File: src/dtp_defines.vh
// Constants for the synthesizer tuning, phase and output driver registers
`ifndef DTP_DEFINES_VH
`define DTP_DEFINES_VH

// Register indices; byte address on the bus is four times the index
`define DTP_IDX_TUNE0 12'h1A6
`define DTP_IDX_TUNE1 12'h1A7
`define DTP_IDX_TUNE2 12'h1A8
`define DTP_IDX_TUNE3 12'h1A9
`define DTP_IDX_TUNE4 12'h1AA
`define DTP_IDX_TUNE5 12'h1AB
`define DTP_IDX_PHASE_LO 12'h1AC
`define DTP_IDX_PHASE_HI 12'h1AD
`define DTP_IDX_HS_DRV 12'h200

// Bus geometry
`define DTP_ADDR_W 14
`define DTP_IDX_W 12
`define DTP_BYTE_W 8

// Tuning word and phase widths
`define DTP_TUNE_W 48
`define DTP_PHASE_W 14
`define DTP_PHASE_HI_W 6
`define DTP_START_W 4

// Default tuning word step per start-up pin code
`define DTP_TUNE_STEP 48'h0100_0000_0000

// Output driver control fields
`define DTP_HS_POL_BIT 4
`define DTP_HS_DBL_HI 1
`define DTP_HS_DBL_LO 0
`define DTP_HS_DBL_OFF 2'h1
`define DTP_HS_DBL_ON 2'h2
`define DTP_HS_DRV_RST 8'h01
`define DTP_HS_DRV_MASK 8'h13

// Start-up load sequence states
`define DTP_ST_WAIT 2'h0
`define DTP_ST_LOAD 2'h1
`define DTP_ST_RUN 2'h2
`define DTP_ST_SETTLE 2'h3

`endif

File: src/dtp_regs.v
// Synthesizer tuning word, phase offset and output driver register bank
`timescale 1ns/1ps
`default_nettype none
`include "dtp_defines.vh"

// Function
// RULE_01: Six byte registers form a 48-bit tuning word, lowest address least significant.
// RULE_02: The tuning word sets output frequency as a fixed ratio of system clock.
// RULE_03: After reset the tuning word loads a default picked by four start-up pins.
// RULE_04: A new tuning word changes frequency at once without any phase jump.
// RULE_05: Phase offset is 14 bits: low register bits 7..0, next register bits 13..8.
// RULE_06: The phase offset adds to synthesized phase; brief glitches at 45 degrees allowed.
// RULE_07: Driver control bit 4 set inverts the high-speed output polarity.
// RULE_08: Doubler field 01 turns the output doubler off, 10 turns it on.
// RULE_09: Software enabling the doubler also sets bit 5 of register 0x0010.
// RULE_10: A 48-bit accumulator adds the tuning word every cycle, wrapping naturally.
module dtp_regs (
  // Clock and reset
  input wire pclk,
  input wire presetn,
  // APB slave
  input wire psel,
  input wire penable,
  input wire pwrite,
  input wire [`DTP_ADDR_W-1:0] paddr,
  input wire [31:0] pwdata,
  output reg [31:0] prdata,
  output reg pready,
  output reg pslverr,
  // Start-up configuration pins, asynchronous
  input wire [`DTP_START_W-1:0] startup_select_pin,
  // Synthesizer outputs
  output reg [`DTP_PHASE_W-1:0] dds_phase,
  output reg hs_out,
  output reg hs_doubler_on,
  output reg output_polarity_invert,
  output reg startup_done
);

  // Register storage
  reg [`DTP_TUNE_W-1:0] frequency_tuning_word;
  reg [`DTP_BYTE_W-1:0] phase_offset_low;
  reg [`DTP_PHASE_HI_W-1:0] phase_offset_high;
  reg [`DTP_BYTE_W-1:0] hs_output_driver_ctrl;

  // Synthesis state
  reg [`DTP_TUNE_W-1:0] phase_acc;
  reg [`DTP_TUNE_W-1:0] next_phase_acc;
  reg [`DTP_PHASE_W-1:0] next_dds_phase;
  reg [1:0] load_state;
  reg [1:0] next_load_state;

  // Synchronised start-up pins
  wire [`DTP_START_W-1:0] startup_sync;

  // Bus decode
  wire [`DTP_IDX_W-1:0] reg_idx;
  wire addr_aligned;
  wire setup_phase;
  wire wr_commit;
  wire [`DTP_BYTE_W-1:0] wbyte;
  reg idx_valid;
  reg [`DTP_BYTE_W-1:0] rd_byte;

  // Assembled phase offset word
  wire [`DTP_PHASE_W-1:0] phase_offset_word;

  // Pins cross into the clock domain before use
  dtp_sync2 #(
    .WIDTH(`DTP_START_W)
  ) u_start_sync (
    .pclk(pclk),
    .presetn(presetn),
    .async_in(startup_select_pin),
    .sync_out(startup_sync)
  );

  // Index is the word address; the low two bits must be zero
  assign reg_idx = paddr[`DTP_ADDR_W-1:2];
  assign addr_aligned = (paddr[1:0] == 2'h0);
  assign setup_phase = psel & ~penable & ~pready;
  assign wr_commit = psel & penable & pready & pwrite & ~pslverr;
  assign wbyte = pwdata[`DTP_BYTE_W-1:0];

  // High byte holds bits 13..8 in its low six bits
  assign phase_offset_word = {phase_offset_high, phase_offset_low}; // [RULE_05]

  // Read mux and map check; reserved bits read as zero
  always @* begin
    idx_valid = 1'b1;
    rd_byte = {`DTP_BYTE_W{1'b0}};
    case (reg_idx)
      `DTP_IDX_TUNE0: rd_byte = frequency_tuning_word[7:0]; // [RULE_01]
      `DTP_IDX_TUNE1: rd_byte = frequency_tuning_word[15:8];
      `DTP_IDX_TUNE2: rd_byte = frequency_tuning_word[23:16];
      `DTP_IDX_TUNE3: rd_byte = frequency_tuning_word[31:24];
      `DTP_IDX_TUNE4: rd_byte = frequency_tuning_word[39:32];
      `DTP_IDX_TUNE5: rd_byte = frequency_tuning_word[47:40];
      `DTP_IDX_PHASE_LO: rd_byte = phase_offset_low;
      `DTP_IDX_PHASE_HI: rd_byte = {2'h0, phase_offset_high};
      `DTP_IDX_HS_DRV: rd_byte = hs_output_driver_ctrl & `DTP_HS_DRV_MASK;
      default: idx_valid = 1'b0;
    endcase
  end

  // APB answer: one flop-driven ready pulse after each setup cycle,
  // so every transfer completes with no wait state
  always @(posedge pclk or negedge presetn) begin
    if (!presetn) begin
      pready <= 1'b0;
      pslverr <= 1'b0;
      prdata <= 32'h0000_0000;
    end else if (setup_phase) begin
      pready <= 1'b1;
      pslverr <= ~(idx_valid & addr_aligned);
      if (!pwrite && idx_valid && addr_aligned) begin
        prdata <= {24'h00_0000, rd_byte};
      end else begin
        prdata <= 32'h0000_0000;
      end
    end else begin
      pready <= 1'b0;
      pslverr <= 1'b0;
    end
  end

  // Start-up sequence: two waits so the synchroniser holds the pin code,
  // since its flops clear in reset and would otherwise load zero
  always @* begin
    next_load_state = load_state;
    case (load_state)
      `DTP_ST_WAIT: next_load_state = `DTP_ST_SETTLE;
      `DTP_ST_SETTLE: next_load_state = `DTP_ST_LOAD;
      `DTP_ST_LOAD: next_load_state = `DTP_ST_RUN;
      `DTP_ST_RUN: next_load_state = `DTP_ST_RUN;
      default: next_load_state = `DTP_ST_WAIT;
    endcase
  end

  always @(posedge pclk or negedge presetn) begin
    if (!presetn) begin
      load_state <= `DTP_ST_WAIT;
      startup_done <= 1'b0;
    end else begin
      load_state <= next_load_state;
      startup_done <= (next_load_state == `DTP_ST_RUN);
    end
  end

  // Tuning word bytes; pin default lands after the synchroniser settles
  always @(posedge pclk or negedge presetn) begin
    if (!presetn) begin
      frequency_tuning_word <= {`DTP_TUNE_W{1'b0}};
    end else if (load_state == `DTP_ST_LOAD) begin
      // Default is the pin code times a fixed step [RULE_03]
      frequency_tuning_word <= `DTP_TUNE_STEP *
        {{(`DTP_TUNE_W-`DTP_START_W){1'b0}}, startup_sync};
    end else if (wr_commit) begin
      // Each byte lands in its own lane of the word [RULE_01]
      case (reg_idx)
        `DTP_IDX_TUNE0: frequency_tuning_word[7:0] <= wbyte;
        `DTP_IDX_TUNE1: frequency_tuning_word[15:8] <= wbyte;
        `DTP_IDX_TUNE2: frequency_tuning_word[23:16] <= wbyte;
        `DTP_IDX_TUNE3: frequency_tuning_word[31:24] <= wbyte;
        `DTP_IDX_TUNE4: frequency_tuning_word[39:32] <= wbyte;
        `DTP_IDX_TUNE5: frequency_tuning_word[47:40] <= wbyte;
        default: frequency_tuning_word <= frequency_tuning_word;
      endcase
    end
  end

  // Phase offset and driver control registers
  always @(posedge pclk or negedge presetn) begin
    if (!presetn) begin
      phase_offset_low <= {`DTP_BYTE_W{1'b0}};
      phase_offset_high <= {`DTP_PHASE_HI_W{1'b0}};
      hs_output_driver_ctrl <= `DTP_HS_DRV_RST;
    end else if (wr_commit) begin
      case (reg_idx)
        `DTP_IDX_PHASE_LO: phase_offset_low <= wbyte; // [RULE_05]
        `DTP_IDX_PHASE_HI:
          phase_offset_high <= wbyte[`DTP_PHASE_HI_W-1:0]; // [RULE_05]
        `DTP_IDX_HS_DRV:
          hs_output_driver_ctrl <= wbyte & `DTP_HS_DRV_MASK;
        default: phase_offset_low <= phase_offset_low;
      endcase
    end
  end

  // Accumulator keeps its value across tuning changes, so only the slope
  // changes and the phase never steps [RULE_04]
  always @* begin
    next_phase_acc = phase_acc + frequency_tuning_word; // [RULE_10] [RULE_02]
  end

  // Offset adds to the top bits; a torn two-byte write may glitch briefly,
  // which is acceptable since the partial offset lasts only until the second byte lands
  always @* begin
    next_dds_phase = phase_acc[`DTP_TUNE_W-1:`DTP_TUNE_W-`DTP_PHASE_W] +
      phase_offset_word; // [RULE_06]
  end

  always @(posedge pclk or negedge presetn) begin
    if (!presetn) begin
      phase_acc <= {`DTP_TUNE_W{1'b0}};
      dds_phase <= {`DTP_PHASE_W{1'b0}};
    end else begin
      // Sum wraps modulo two to the 48th by width [RULE_10]
      phase_acc <= next_phase_acc;
      dds_phase <= next_dds_phase;
    end
  end

  // Doubler state: 01 off, 10 on, other codes keep the last decode
  always @(posedge pclk or negedge presetn) begin
    if (!presetn) begin
      hs_doubler_on <= 1'b0;
    end else begin
      case (hs_output_driver_ctrl[`DTP_HS_DBL_HI:`DTP_HS_DBL_LO])
        `DTP_HS_DBL_OFF: hs_doubler_on <= 1'b0; // [RULE_08]
        `DTP_HS_DBL_ON: hs_doubler_on <= 1'b1; // [RULE_08]
        default: hs_doubler_on <= hs_doubler_on;
      endcase
    end
  end

  // Square output from phase msb; doubled rate uses the next bit down.
  // Software must also set the pll-side enable bit elsewhere [RULE_09]
  always @(posedge pclk or negedge presetn) begin
    if (!presetn) begin
      hs_out <= 1'b0;
      output_polarity_invert <= 1'b0;
    end else begin
      output_polarity_invert <=
        hs_output_driver_ctrl[`DTP_HS_POL_BIT]; // [RULE_07]
      hs_out <= (hs_doubler_on ? dds_phase[`DTP_PHASE_W-2] :
        dds_phase[`DTP_PHASE_W-1]) ^
        hs_output_driver_ctrl[`DTP_HS_POL_BIT]; // [RULE_07]
    end
  end

endmodule // dtp_regs

`default_nettype wire

File: src/dtp_sync2.v
// Two-stage synchroniser for asynchronous level inputs
`timescale 1ns/1ps
`default_nettype none

module dtp_sync2 #(
  parameter WIDTH = 1
) (
  // Clock and reset
  input wire pclk,
  input wire presetn,
  // Level in and out
  input wire [WIDTH-1:0] async_in,
  output reg [WIDTH-1:0] sync_out
);

  reg [WIDTH-1:0] meta;

  // First stage is read only by the second stage
  always @(posedge pclk or negedge presetn) begin
    if (!presetn) begin
      meta <= {WIDTH{1'b0}};
      sync_out <= {WIDTH{1'b0}};
    end else begin
      meta <= async_in;
      sync_out <= meta;
    end
  end

endmodule // dtp_sync2

`default_nettype wire
File: config.mk
export PLATFORM = sky130hd
export DESIGN_NAME = dtp_regs
export DESIGN_NICKNAME = d
export VERILOG_FILES = /design/src/dtp_regs.v /design/src/dtp_sync2.v
export VERILOG_INCLUDE_DIRS = /design/src
export SDC_FILE = /design/constraint.sdc
export NUM_CORES = 1
export LEC_CHECK = 0
export BUFFER_PORTS_ARGS = -buffer_cell sky130_fd_sc_hd__buf_2
export CAP_MARGIN = 25
export CORE_MARGIN = 2
export CORE_UTILIZATION = 55
export CTS_CLUSTER_DIAMETER = 80
export DETAILED_ROUTE_END_ITERATION = 8
export HOLD_SLACK_MARGIN = 0.02
export PLACE_DENSITY = 0.85
export SLEW_MARGIN = 0
export SYNTH_ARGS = -nofsm -noshare
export SYNTH_HDL_FRONTEND = slang
export SYNTH_SLANG_ARGS = --single-unit
File: constraint.sdc
create_clock -name pclk -period 5.3 [get_ports pclk]
set_input_delay 0.265 -clock pclk [delete_from_list [all_inputs] [get_ports pclk]]
set_output_delay 0.265 -clock pclk [all_outputs]
set_load 0.01 [all_outputs]
Word level (Yosys, flattened, before mapping):

Cells that the tools add are included.

* input port bits: 55
* word-level logic and storage cells: 90
* register bits: 175
* output and inout bits: 52

* bitwise operators: 12
* multiplexer cells: 16
* add/subtract/negate cells: 2
* reductions and logical operators: 24
* eq/ne operators: 15

Operators by type and width (number)
* 12-bit by 9-bit == test with 1-bit output, second input constant: 8
* 48-bit 2-to-1 mux: 2
* 8-bit one-hot mux with 9 select lines: 1
* 8-bit 2-to-1 mux: 7
* 48-bit adder: 1
* 2-bit AND reduction: 9
* 2-bit nonzero test: 8
* 14-bit adder: 1
* 12-bit by 10-bit == test with 1-bit output, second input constant: 1
* 9-bit OR reduction: 1
* 2-bit == test, second input constant: 4
* 1-bit AND: 7
* 2-bit one-hot mux with 3 select lines: 1
* 2-bit by 1-bit == test with 1-bit output, second input constant: 2
* 2-bit logical NOT: 2
* 1-bit 2-to-1 mux: 4
* 1-bit NOT: 4
* 1-bit logical AND: 2
* 1-bit one-hot mux with 2 select lines: 1
* 2-bit OR reduction: 1
* 1-bit logical NOT: 1
* 1-bit bitwise XOR: 1

Logic depth before layout (Yosys ltp):

Gate-level depths: netlist of run 1.

* word-level depth: 6
* mapped depth: 12
* gate-level depth less buffers: 12

By module:

A second synthesis of run 1 with hierarchy kept.

* cell total of the unflattened synthesis: 881
* area total of the unflattened synthesis: 8961.1 um^2

By module, submodules not included
* dtp_regs: cells each 873, area an instance 8760.9 um^2, instances 1
* dtp_sync2: cells each 8, area an instance 200.2 um^2, instances 1

Least setup slack after synthesis of run 1:

No wires, ideal clock.

* kind: reg-to-reg
* start point: register frequency_tuning_word[0]
* end point: register phase_acc[32]
* setup time: 0.080 ns
* stages on the path, launching flop included: 12
* path slack: 2.449 ns
* period minus slack after synthesis: 2.851 ns
* arrival time: 2.771 ns
* path buffers: 0
* path through: dfrtp_1 ha_1 fa_1 a21o_1 a221oi_1 o21ai_1 a21oi_1 o21ai_0 a21boi_2 o21ai_0 a211oi_1 xnor2_1

* longest elaborated chain between the ends: 1

RTL lines
* start: declaration: RTL line dtp_regs.v:41 `` reg [`DTP_TUNE_W-1:0] frequency_tuning_word; ``
* start signal: assignment: RTL line dtp_regs.v:153 `` frequency_tuning_word <= {`DTP_TUNE_W{1'b0}}; ``
* start signal: assignment: RTL line dtp_regs.v:156 `` frequency_tuning_word <= `DTP_TUNE_STEP * ``
* start signal: assignment: RTL line dtp_regs.v:161 `` `DTP_IDX_TUNE0: frequency_tuning_word[7:0] <= wbyte; ``
* 48-bit adder: RTL line dtp_regs.v:193 `next_phase_acc = phase_acc + frequency_tuning_word;`
* via next_phase_acc[32]: RTL line dtp_regs.v:48 `` reg [`DTP_TUNE_W-1:0] next_phase_acc; ``
* end signal: assignment: RTL line dtp_regs.v:205 `` phase_acc <= {`DTP_TUNE_W{1'b0}}; ``
* end signal: assignment: RTL line dtp_regs.v:209 `phase_acc <= next_phase_acc;`
* end: declaration: RTL line dtp_regs.v:47 `` reg [`DTP_TUNE_W-1:0] phase_acc; ``

The timed path passes the listed nets, and every way through them passes these cells.
A chain may end at the register's enable or synchronous reset.

Final worst setup path of run 1:

Ends and elaborated chain as after synthesis.

==> metrics.txt, run 1 <==
endpoints failing hold=0; TritonCTS Buffers=17; GRT Total Usage=26.0%; first-pass GRT wire length=34.2 mm; pre-CTS setup slack=1.97 ns; Synth warnings=0; RSZ-0062 raised after global routing=false; cells on worst reg2reg path=11; core area=15,800 µm²; vias in the first global route=6,621; commonest non-fill, non-tap cell in the layout=dfrtp_1; most frequent cells in the layout=150 x dfrtp_1, 91 x nand2_1, 77 x a21oi_1; Nets=1,047; Clk Latency, worst-skew pair=0.43 ns; initial core utilization=56.0%; clk slew on worst S/H paths=0.06 ns; TritonCTS clock tree=done; Synth Cell Area=8870 µm²; max frequency=287 MHz; Die Footprint=17,200 µm²; # fillers=1,207; GRT Residual Overflow=0; FF+latch count, synth=151; Final ANT Viol Nets=0; DRT iter0 DRCs=842; H-Tree Depth=4; Setup Skew=0.0119 ns; via count=6,888; number of flops mapped to enable cells by yosys=0; Hold WC Path Type=input port to flop; chip width=131 µm; Leak=5.00 nW; DRC=0; Worst Max-Slew Pin Slew=0.958 ns; Syn Area/Cell=10.1 µm²; Port Buf Inserts=58; power per cell area=302 nW/µm²; Sum Neg Setup Slack=0 ns; Post-Route WL=21.4 mm; Critical Path AT=3.82 ns; drt wl/cell=18.5 µm; area delta synth->final=11.4%; layout cells sized above 1=14.7%; Req. time, crit path=5.64 ns; antenna violations before repair=0; row count=46; DRT Pass-1 Iters=5; slew margin rel.=35.6%; Reg area=3780 µm²; post-synth cell types=69; clock tree root driver cell=clkbuf_16; Antenna Cells=0; Final HPWL DP=15.0 mm; peak supply drop=0.227 mV; status=complete, no violations; Post-CTS Setup Inserts=0; worst setup margin=1.82 ns; Avg Vias per Cell=5.96; top_reg_cell synth=dfrtp_1; CP Launch Type=flop; pin count of the biggest net entering global routing=99; max-cap violation count=0; WHS Path Cells=3; die height=131 µm; CP max FO=4; Max Slew Vio Count=0; Final setup viols=0; crit path kind=flop to flop; Syn Inst Count=878; Placer Congestion=0.950; clock buffer depth=2; Period minus WS final=3.48 ns; fin crit share=65.6%; Async SR Flop Fraction=100%; area of the multi-input gates=4740 µm²; post-synthesis sequential area ratio=42.6%; Critical Path Sink Type=flop; IO Count=107; clk sinks=151
[routing by layer]
metal,global-route usage (%),up-vias,routed length (µm)
met5,0,-,0
met1,34.7,3333,8970
li1,-,3193,-
met2,41.5,308,10200
met4,10.4,0,694
met3,5.82,54,1540
[per-stage QoR]
stage               total power [W]  hold slack [ns]  instances  util (%)  instance area [µm²]
detailed placement          0.00172            0.335       1119      58.2                 9210
global route                0.00311           0.0885       1156      62.4                 9880
finish                      0.00299           0.0856       1156      62.4                 9880
CTS                         0.00300           0.0689       1156      62.4                 9880
floorplan                   0.00159          -0.0306        901         -                 8950
global placement            0.00171            0.333       1118      58.2                 9200
[cells in the mapped netlist (11+ instances only)]
| cell | instances | area share (%) |
|---|---|---|
| dfrtp_1 | 150 | 42 |
| nand2_1 | 91 | 3.9 |
| a21oi_1 | 77 | 4.3 |
| nor2_1 | 64 | 2.7 |
| ha_1 | 63 | 8.9 |
| mux2i_1 | 43 | 4.9 |
| o21ai_0 | 42 | 2.4 |
| xnor2_1 | 40 | 4.0 |
| a21o_1 | 36 | 3.0 |
| inv_1 | 26 | 1.1 |
| buf_4 | 24 | 2.0 |
| clkbuf_1 | 21 | 0.89 |
| xor2_1 | 19 | 1.9 |
| mux2_2 | 16 | 2.0 |
| nand3_1 | 13 | 0.73 |
| nor2b_1 | 11 | 0.78 |
[cell families (layout without fill, tap and decap cells)]
kind of cell	Yosys count	after routing	share of synthesized area, %
flops	151	151	42.6
fa+ha+maj	65	65	9.34
other cells	1	24	0.0423
compound gates	220	220	16.3
simple gates	230	230	12.1
mux	67	67	8.92
buf+inv	85	124	4.83
xor+xnor	59	59	5.83
[report_power, final]
group	switching [W]	leakage (nW)	internal, W
registers	0.0000474	2.01	0.00122
clock network	0.000497	0.302	0.000771
logic	0.000257	2.69	0.000192
total	0.000801	5.00	0.00219
[layout make-up]
type | count | area share, %
Clock buffer | 19 | 4.58
Clock inverter | 13 | 1.68
Inverter | 26 | 0.988
Multi-Input combinational cell | 665 | 48.0
Sequential cell | 151 | 38.3
Tap cell | 216 | 2.74
Timing Repair Buffer | 66 | 3.74
[worst max-delay path, cell delays in order, from the launching register on]
cell      delay (ns)
dfrtp_1         0.40
ha_1            0.24
fa_1            0.41
a21o_1          0.20
a221oi_1        0.42
o21ai_1         0.26
a21oi_1         0.24
o21ai_0         0.18
a21boi_2        0.30
o21ai_0         0.24
a211oi_1        0.33
xnor2_1         0.17
[what timing repair did]
item / CTS / global route
resized for setup: 0 / 0
hold buffers: 5 / 0
hold endpoints to repair: 100 / 0
[worst paths after layout]
path / from / slack [ns] / endpoint
max reg2reg: frequency_tuning_word[0] / 1.82 / phase_acc[32]
min in group asynchronous: presetn / 0.52 / phase_acc[24]
min reg2reg: u_start_sync.meta[1] / 0.35 / u_start_sync.sync_out[1]
max in group asynchronous: presetn / 3.55 / dds_phase[3]
min: paddr[0] / 0.09 / pslverr
max: frequency_tuning_word[0] / 1.82 / phase_acc[32]
[registers in the layout, indices dropped and copies added, names as in the netlist, 2 cells and up]
register,cells
frequency_tuning_word,48
phase_acc,48
dds_phase,14
phase_offset_low,8
prdata,8
phase_offset_high,6
u_start_sync.meta,4
u_start_sync.sync_out,4
hs_output_driver_ctrl,3
load_state,2
No activity file was read; power rests on OpenSTA's default activity.
==> run 2: changes to the inputs <==
Settings changed: ABC_AREA from default to 1, PLACE_DENSITY 0.85 to 0.84.
Clock period 5.3 ns to 3.61 ns, I/O delays scaled along.
==> run 2 against run 1 <==
Compared with the run above: die area is 13% higher; flip-flop and latch count unchanged; synthesized cell count grew 57%; clock skew shrank 0.00075 ns; clock-buffer cell count fell by 1; worst hold slack lost 0.052 ns.
==> metrics.txt, run 2 <==
IO Count=107 (unchanged); antenna violations before repair=0 (unchanged); pin count of the biggest net entering global routing=96 (was 99); Post-CTS Setup Inserts=0 (unchanged); layout cells sized above 1=8.68% (was 14.7%); initial core utilization=55.9% (was 56.0%); die height=139 µm (was 131 µm); Sum Neg Setup Slack=0 ns (unchanged); Largest regs=frequency_tuning_word (48), phase_acc (48), dds_phase (14) (unchanged); Leak=6.15 nW (was 5.00 nW); post-CTS sizing=0 (unchanged); GRT Residual Overflow=0 (unchanged); top_reg_cell synth=dfrtp_1 (unchanged); Async SR Flop Fraction=100% (unchanged); clock buffer depth=2 (unchanged); share of the synthesized area in the top cell type=37.4% (was 42.3%); Synth warnings=0 (unchanged); core area=18,000 µm² (was 15,800 µm²); TritonCTS clock tree=done (unchanged); Post-Route WL=27.5 mm (was 21.4 mm); peak supply drop=0.379 mV (was 0.227 mV); max frequency=431 MHz (was 287 MHz); fin crit share=64.3% (was 65.6%); via count=9,467 (was 6,888); Avg Vias per Cell=5.64 (was 5.96); endpoints failing hold=0 (unchanged); commonest cells in the netlist=383 x nand2_1, 176 x inv_1, 150 x dfrtp_1 (was 150 x dfrtp_1, 91 x nand2_1, 77 x a21oi_1); top-count cell post-synth=nand2_1 (was dfrtp_1); DRT iter0 DRCs=1,032 (was 842); Critical Path Sink Type=flop (unchanged); status=complete, no violations (unchanged); clk sinks=151 (unchanged); vias in the first global route=9,033 (was 6,621); Setup Skew=0.0112 ns (was 0.0119 ns); Die Footprint=19,400 µm² (was 17,200 µm²); first-pass GRT wire length=44.4 mm (was 34.2 mm); most frequent cells in the layout=383 x nand2_1, 176 x inv_1, 150 x dfrtp_1 (was 150 x dfrtp_1, 91 x nand2_1, 77 x a21oi_1); slew margin rel.=31.6% (was 35.6%); DRT Pass-1 Iters=6 (was 5); Req. time, crit path=3.92 ns (was 5.64 ns); commonest non-fill, non-tap cell in the layout=nand2_1 (was dfrtp_1); H-Tree Depth=4 (unchanged); Syn Area/Cell=7.31 µm² (was 10.1 µm²); Synth area leaders=dfrtp_1 37%, nand2_1 14%, ha_1 7.8% (was dfrtp_1 42%, ha_1 8.9%, mux2i_1 4.9%); Final setup viols=0 (unchanged); post-synthesis sequential area ratio=37.6% (was 42.6%); Syn Inst Count=1,375 (was 878); Hold WC Path Type=input port to flop (unchanged); # fillers=1,548 (was 1,207); largest area contributor in the netlist=dfrtp_1 (unchanged); GRT Total Usage=28.8% (was 26.0%); max-cap violation count=0 (unchanged); TritonCTS Buffers=17 (unchanged); Nets=1,558 (was 1,047); Final HPWL DP=21.0 mm (was 15.0 mm); power per cell area=407 nW/µm² (was 302 nW/µm²); Antenna Cells=0 (unchanged); row count=49 (was 46); Period minus WS final=2.32 ns (was 3.48 ns); clk slew on worst S/H paths=0.07 ns (was 0.06 ns); DRC=0 (unchanged); Placer Congestion=0.965 (was 0.950); Max Slew Vio Count=0 (unchanged); number of flops mapped to enable cells by yosys=0 (unchanged); Port Buf Inserts=58 (unchanged); Worst Max-Slew Pin Slew=1.02 ns (was 0.958 ns); CP Launch Type=flop (unchanged); Clk Latency, worst-skew pair=0.44 ns (was 0.43 ns); RSZ-0062 raised after global routing=false (unchanged); Synth Cell Area=10,000 µm² (was 8870 µm²); post-synth cell types=47 (was 69); Post-CTS Hold Buffers=6 (was 5); FF+latch count, synth=151 (unchanged); area delta synth->final=10.7% (was 11.4%); drt wl/cell=16.4 µm (was 18.5 µm); clock tree root driver cell=clkbuf_16 (unchanged); crit path kind=flop to flop (unchanged); Critical Path AT=2.63 ns (was 3.82 ns); final core occ=61.9% (was 62.4%); CP max FO=3 (was 4); chip width=139 µm (was 131 µm); Final ANT Viol Nets=0 (unchanged)
[run 2: kinds of logic (layout without fill, tap and decap cells)]
| logic type | after synthesis | in the layout | synth area share (%) |
|---|---|---|---|
| simple gates | 680 | 680 | 29.3 |
| buf+inv | 227 | 280 | 9.89 |
| compound gates | 209 | 209 | 11.2 |
| flops | 151 | 151 | 37.6 |
| fa+ha+maj | 65 | 65 | 8.24 |
| xor+xnor | 40 | 40 | 3.49 |
| mux | 2 | 2 | 0.212 |
| other cells | 1 | 24 | 0.0373 |
[run 2: where the power goes]
part           leakage, nW  total (W)  switching, W  internal, W
logic                 3.81   0.000748      0.000484     0.000263
clock network        0.297    0.00189      0.000784      0.00111
registers             2.03    0.00188     0.0000882      0.00180
total                 6.15    0.00453       0.00136      0.00317
[run 2: routing by layer]
| metal | track usage [%] | vias up | wire [µm] |
|---|---|---|---|
| met4 | 12.1 | 0 | 1060 |
| met1 | 38.2 | 4361 | 11400 |
| li1 | - | 4552 | - |
| met3 | 5.73 | 81 | 2470 |
| met2 | 46.4 | 473 | 12600 |
| met5 | 0 | - | 0 |
[run 2: critical path, cell delays in order, from the launching register on]
cell and delay [ns]:
dfrtp_1 0.43, ha_1 0.19, inv_1 0.05, fa_1 0.39, nand3b_1 0.17, nand2_1 0.10, a21oi_1 0.10, o21ai_0 0.42
a21oi_1 0.16, xor2_1 0.18
[run 2: worst paths after layout]
| kind | depth (start not counted) | slack [ns] | start | to |
|---|---|---|---|---|
| max in group asynchronous | 3 | 2.37 | presetn | phase_acc[37] |
| worst min register to register | 0 | 0.35 | u_start_sync.meta[0] | u_start_sync.sync_out[0] |
| worst max register to register | 9 | 1.29 | phase_acc[34] | dds_phase[10] |
| worst min-delay path | 3 | 0.03 | pwdata[6] | phase_offset_low[6] |
| min in group asynchronous | 2 | 0.42 | presetn | frequency_tuning_word[0] |
| worst max-delay path | 9 | 1.29 | phase_acc[34] | dds_phase[10] |
[run 2: cell type report]
cell class | count | area, µm² | area share, %
tap | 229 | 287 | 2.58
inverter | 181 | 682 | 6.13
multi-input combinational | 1020 | 5370 | 48.2
timing repair buffer | 67 | 392 | 3.52
clock buffer | 18 | 429 | 3.86
sequential | 151 | 3780 | 34.0
clock inverter | 14 | 189 | 1.70
[run 2: stage by stage]
step,power (W),hold WS (ns),area [µm²],worst slack [ns],cells
after floorplan,0.00238,-0.115,10100,1.68,1398
after global placement,0.00261,0.292,10400,1.38,1642
after detailed placement,0.00263,0.291,10400,1.34,1642
after CTS,0.00451,0.0321,11100,1.32,1680
after global routing,0.00469,0.0542,11100,1.02,1680
final,0.00453,0.0335,11100,1.29,1680
==> run 3: changes to the inputs <==
Settings changed: CORE_UTILIZATION 55 to 54, PLACE_DENSITY 0.84 to 0.86.
Clock period 3.61 ns to 2 ns, I/O delays scaled along.
==> run 3 against run 2 <==
Compared with the run above: the run now ends with negative setup slack left; combinational power increased by 110%; flip-flop and latch count unchanged; final area increased by 16%; clock skew decreased by 0.00066 ns; die area rose by 1.8%; critical path depth grew 1; maximum frequency rose by 11%; cell count up 6.9%.
==> metrics.txt, run 3 (synthesized netlist as in run 2, its figures left out) <==
status=complete, but fails checks (was complete, no violations); failing checks=negative setup slack; most frequent cells in the layout=360 x nand2_1, 176 x inv_1, 137 x dfrtp_1 (was 383 x nand2_1, 176 x inv_1, 150 x dfrtp_1); pin count of the biggest net entering global routing=61 (was 96); row count=49 (unchanged); DRC=0 (unchanged); RR Endpoint=phase_acc[44] (was dds_phase[10]); Nets=1,674 (was 1,558); Hold WC Path Type=input port to flop (unchanged); H-Tree Depth=4 (unchanged); Avg Vias per Cell=5.92 (was 5.64); Critical Path Sink Type=flop (unchanged); Antenna Cells=0 (unchanged); Reg area=3800 µm² (was 3780 µm²); clk slew on worst S/H paths=0.08 ns (was 0.07 ns); Placer Congestion=1.02 (was 0.965); Period minus WS final=2.09 ns (was 2.32 ns); initial core utilization=55.6% (was 55.9%); area delta synth->final=28.2% (was 10.7%); die height=140 µm (was 139 µm); CP Launch Type=flop (unchanged); Hold Worst Slack=0.0279 ns (was 0.0335 ns); commonest non-fill, non-tap cell in the layout=nand2_1 (unchanged); antenna violations before repair=0 (unchanged); crit path kind=flop to flop (unchanged); CP max FO=4 (was 3); Critical Path AT=2.41 ns (was 2.63 ns); vias in the first global route=9,849 (was 9,033); r2r setup slk=-0.09 ns (was 1.29 ns); final core occ=71.2% (was 61.9%); power per cell area=647 nW/µm² (was 407 nW/µm²); Port Buf Inserts=58 (unchanged); Setup crit end=phase_acc[44] (was dds_phase[10]); Setup crit start=frequency_tuning_word[22] (was phase_acc[34]); TritonCTS Buffers=17 (unchanged); Die Footprint=19,700 µm² (was 19,400 µm²); Placed Instance Area=11,200 µm² (was 10,400 µm²); Final HPWL DP=23.1 mm (was 21.0 mm); Final ANT Viol Nets=0 (unchanged); Post-Route WL=34.1 mm (was 27.5 mm); max frequency=480 MHz (was 431 MHz); Req. time, crit path=2.33 ns (was 3.92 ns); clock buffer depth=2 (unchanged); peak supply drop=0.597 mV (was 0.379 mV); Worst Max-Slew Pin Slew=0.682 ns (was 1.02 ns); DRT iter0 DRCs=1,406 (was 1,032); Sum Neg Setup Slack=-0.281 ns (was 0 ns); worst setup margin=-0.0852 ns (was 1.29 ns); Leak=6.67 nW (was 6.15 nW); # fillers=1,223 (was 1,548); GRT Total Usage=31.8% (was 28.8%); RSZ-0062 raised after global routing=true (was false); DRT Pass-1 Iters=6 (unchanged); Largest regs=frequency_tuning_word (48), phase_acc (48), dds_phase (14) (unchanged); area of the multi-input gates=6200 µm² (was 5370 µm²); fin crit share=104% (was 64.3%); final instance area=12,900 µm² (was 11,100 µm²); total power=0.00834 W (was 0.00453 W); GRT Residual Overflow=0 (unchanged); Reg-to-Reg Start=frequency_tuning_word[22] (was phase_acc[34]); Max Slew Vio Count=0 (unchanged); max-cap violation count=0 (unchanged); Clk Latency, worst-skew pair=0.45 ns (was 0.44 ns); IO Count=107 (unchanged); endpoints failing hold=0 (unchanged); cells on worst reg2reg path=10 (was 9); TritonCTS clock tree=done (unchanged); Final setup viols=8 (was 0); clock tree root driver cell=clkbuf_16 (unchanged); first-pass GRT wire length=49.0 mm (was 44.4 mm); drt wl/cell=19.0 µm (was 16.4 µm); Setup Skew=0.0105 ns (was 0.0112 ns); slew margin rel.=54.5% (was 31.6%); chip width=140 µm (was 139 µm); via count=10.6k (was 9,467); core area=18,100 µm² (was 18,000 µm²); clk sinks=151 (unchanged); layout cells sized above 1=23.7% (was 8.68%)
run 3: cell types whose count changed in the layout (fill, tap and decap cells not counted), moves of 11 or more:
cell	change
buf_4	+103
ha_1	-44
ha_4	+42
nand2_1	-23
nor2_1	-23
nor2_2	+22
a21oi_1	-20
nand2_2	+20
a21oi_2	+18
o21ai_0	-17
dfrtp_1	-13
dfrtp_2	+13
o21ai_1	+13
dlygate4sd3_1	+11
run 3: worst max-delay path: stages (launching register included):
cell and delay [ns]:
dfrtp_2 0.45, ha_4 0.31, nand2_1 0.11, nor2_2 0.20, inv_1 0.07, nor2_1 0.15
inv_1 0.09, nor3_1 0.25, nand2_1 0.14, nand4_1 0.12, nand2_1 0.07
run 3: metrics by stage:
| stage | worst slack, ns | std cells |
|---|---|---|
| after CTS | 0.000776 | 1789 |
| final | -0.0852 | 1796 |
| after detailed placement | -0.0847 | 1740 |
| after global placement | -0.0495 | 1740 |
| after floorplan | 0.0682 | 1398 |
| after global routing | -0.209 | 1796 |
run 3: final cells by class:
class,instances,share of cell area [%]
clock buffers,17,3.30
repair buffers,183,10.1
well taps,229,2.22
inverters,181,5.29
flip-flops and latches,151,29.5
clock inverters,15,1.46
multi-input cells,1020,48.1
run 3: repair_timing:
action                                  4_1_cts  5_1_grt
buffers inserted                              0        7
endpoints found under the hold margin        81        0
endpoints found under the setup margin       20       46
hold buffers                                 17        0
gates resized for setup                      14      161
pin swaps                                     1       15
run 3: worst min-delay path by stage:
| stage | start | to | slack [ns] | depth (start not counted) |
|---|---|---|---|---|
| after floorplan | presetn | dds_phase[0] | -0.20 | 0 |
| after global placement | presetn | startup_done | 0.13 | 1 |
| after detailed placement | presetn | startup_done | 0.13 | 1 |
| after CTS | pwdata[1] | hs_output_driver_ctrl[1] | 0.02 | 3 |
| after global routing | pwdata[1] | phase_offset_high[1] | 0.08 | 3 |
| final | pwdata[1] | phase_offset_high[1] | 0.03 | 3 |
run 3: layer usage:
metal | GRT usage, % | share of wire, % | vias to the layer above
met3 | 5.88 | 10 | 154
met5 | 0 | 0 | -
li1 | - | - | 4787
met2 | 52.5 | 47 | 737
met1 | 41.2 | 38 | 4960
met4 | 13.6 | 4.7 | 0
run 3: power by group:
group | total, W | switching, W | internal, W
sequential | 0.00343 | 0.000190 | 0.00324
combinational | 0.00160 | 0.000970 | 0.000630
clock | 0.00331 | 0.00162 | 0.00169
total | 0.00834 | 0.00278 | 0.00556
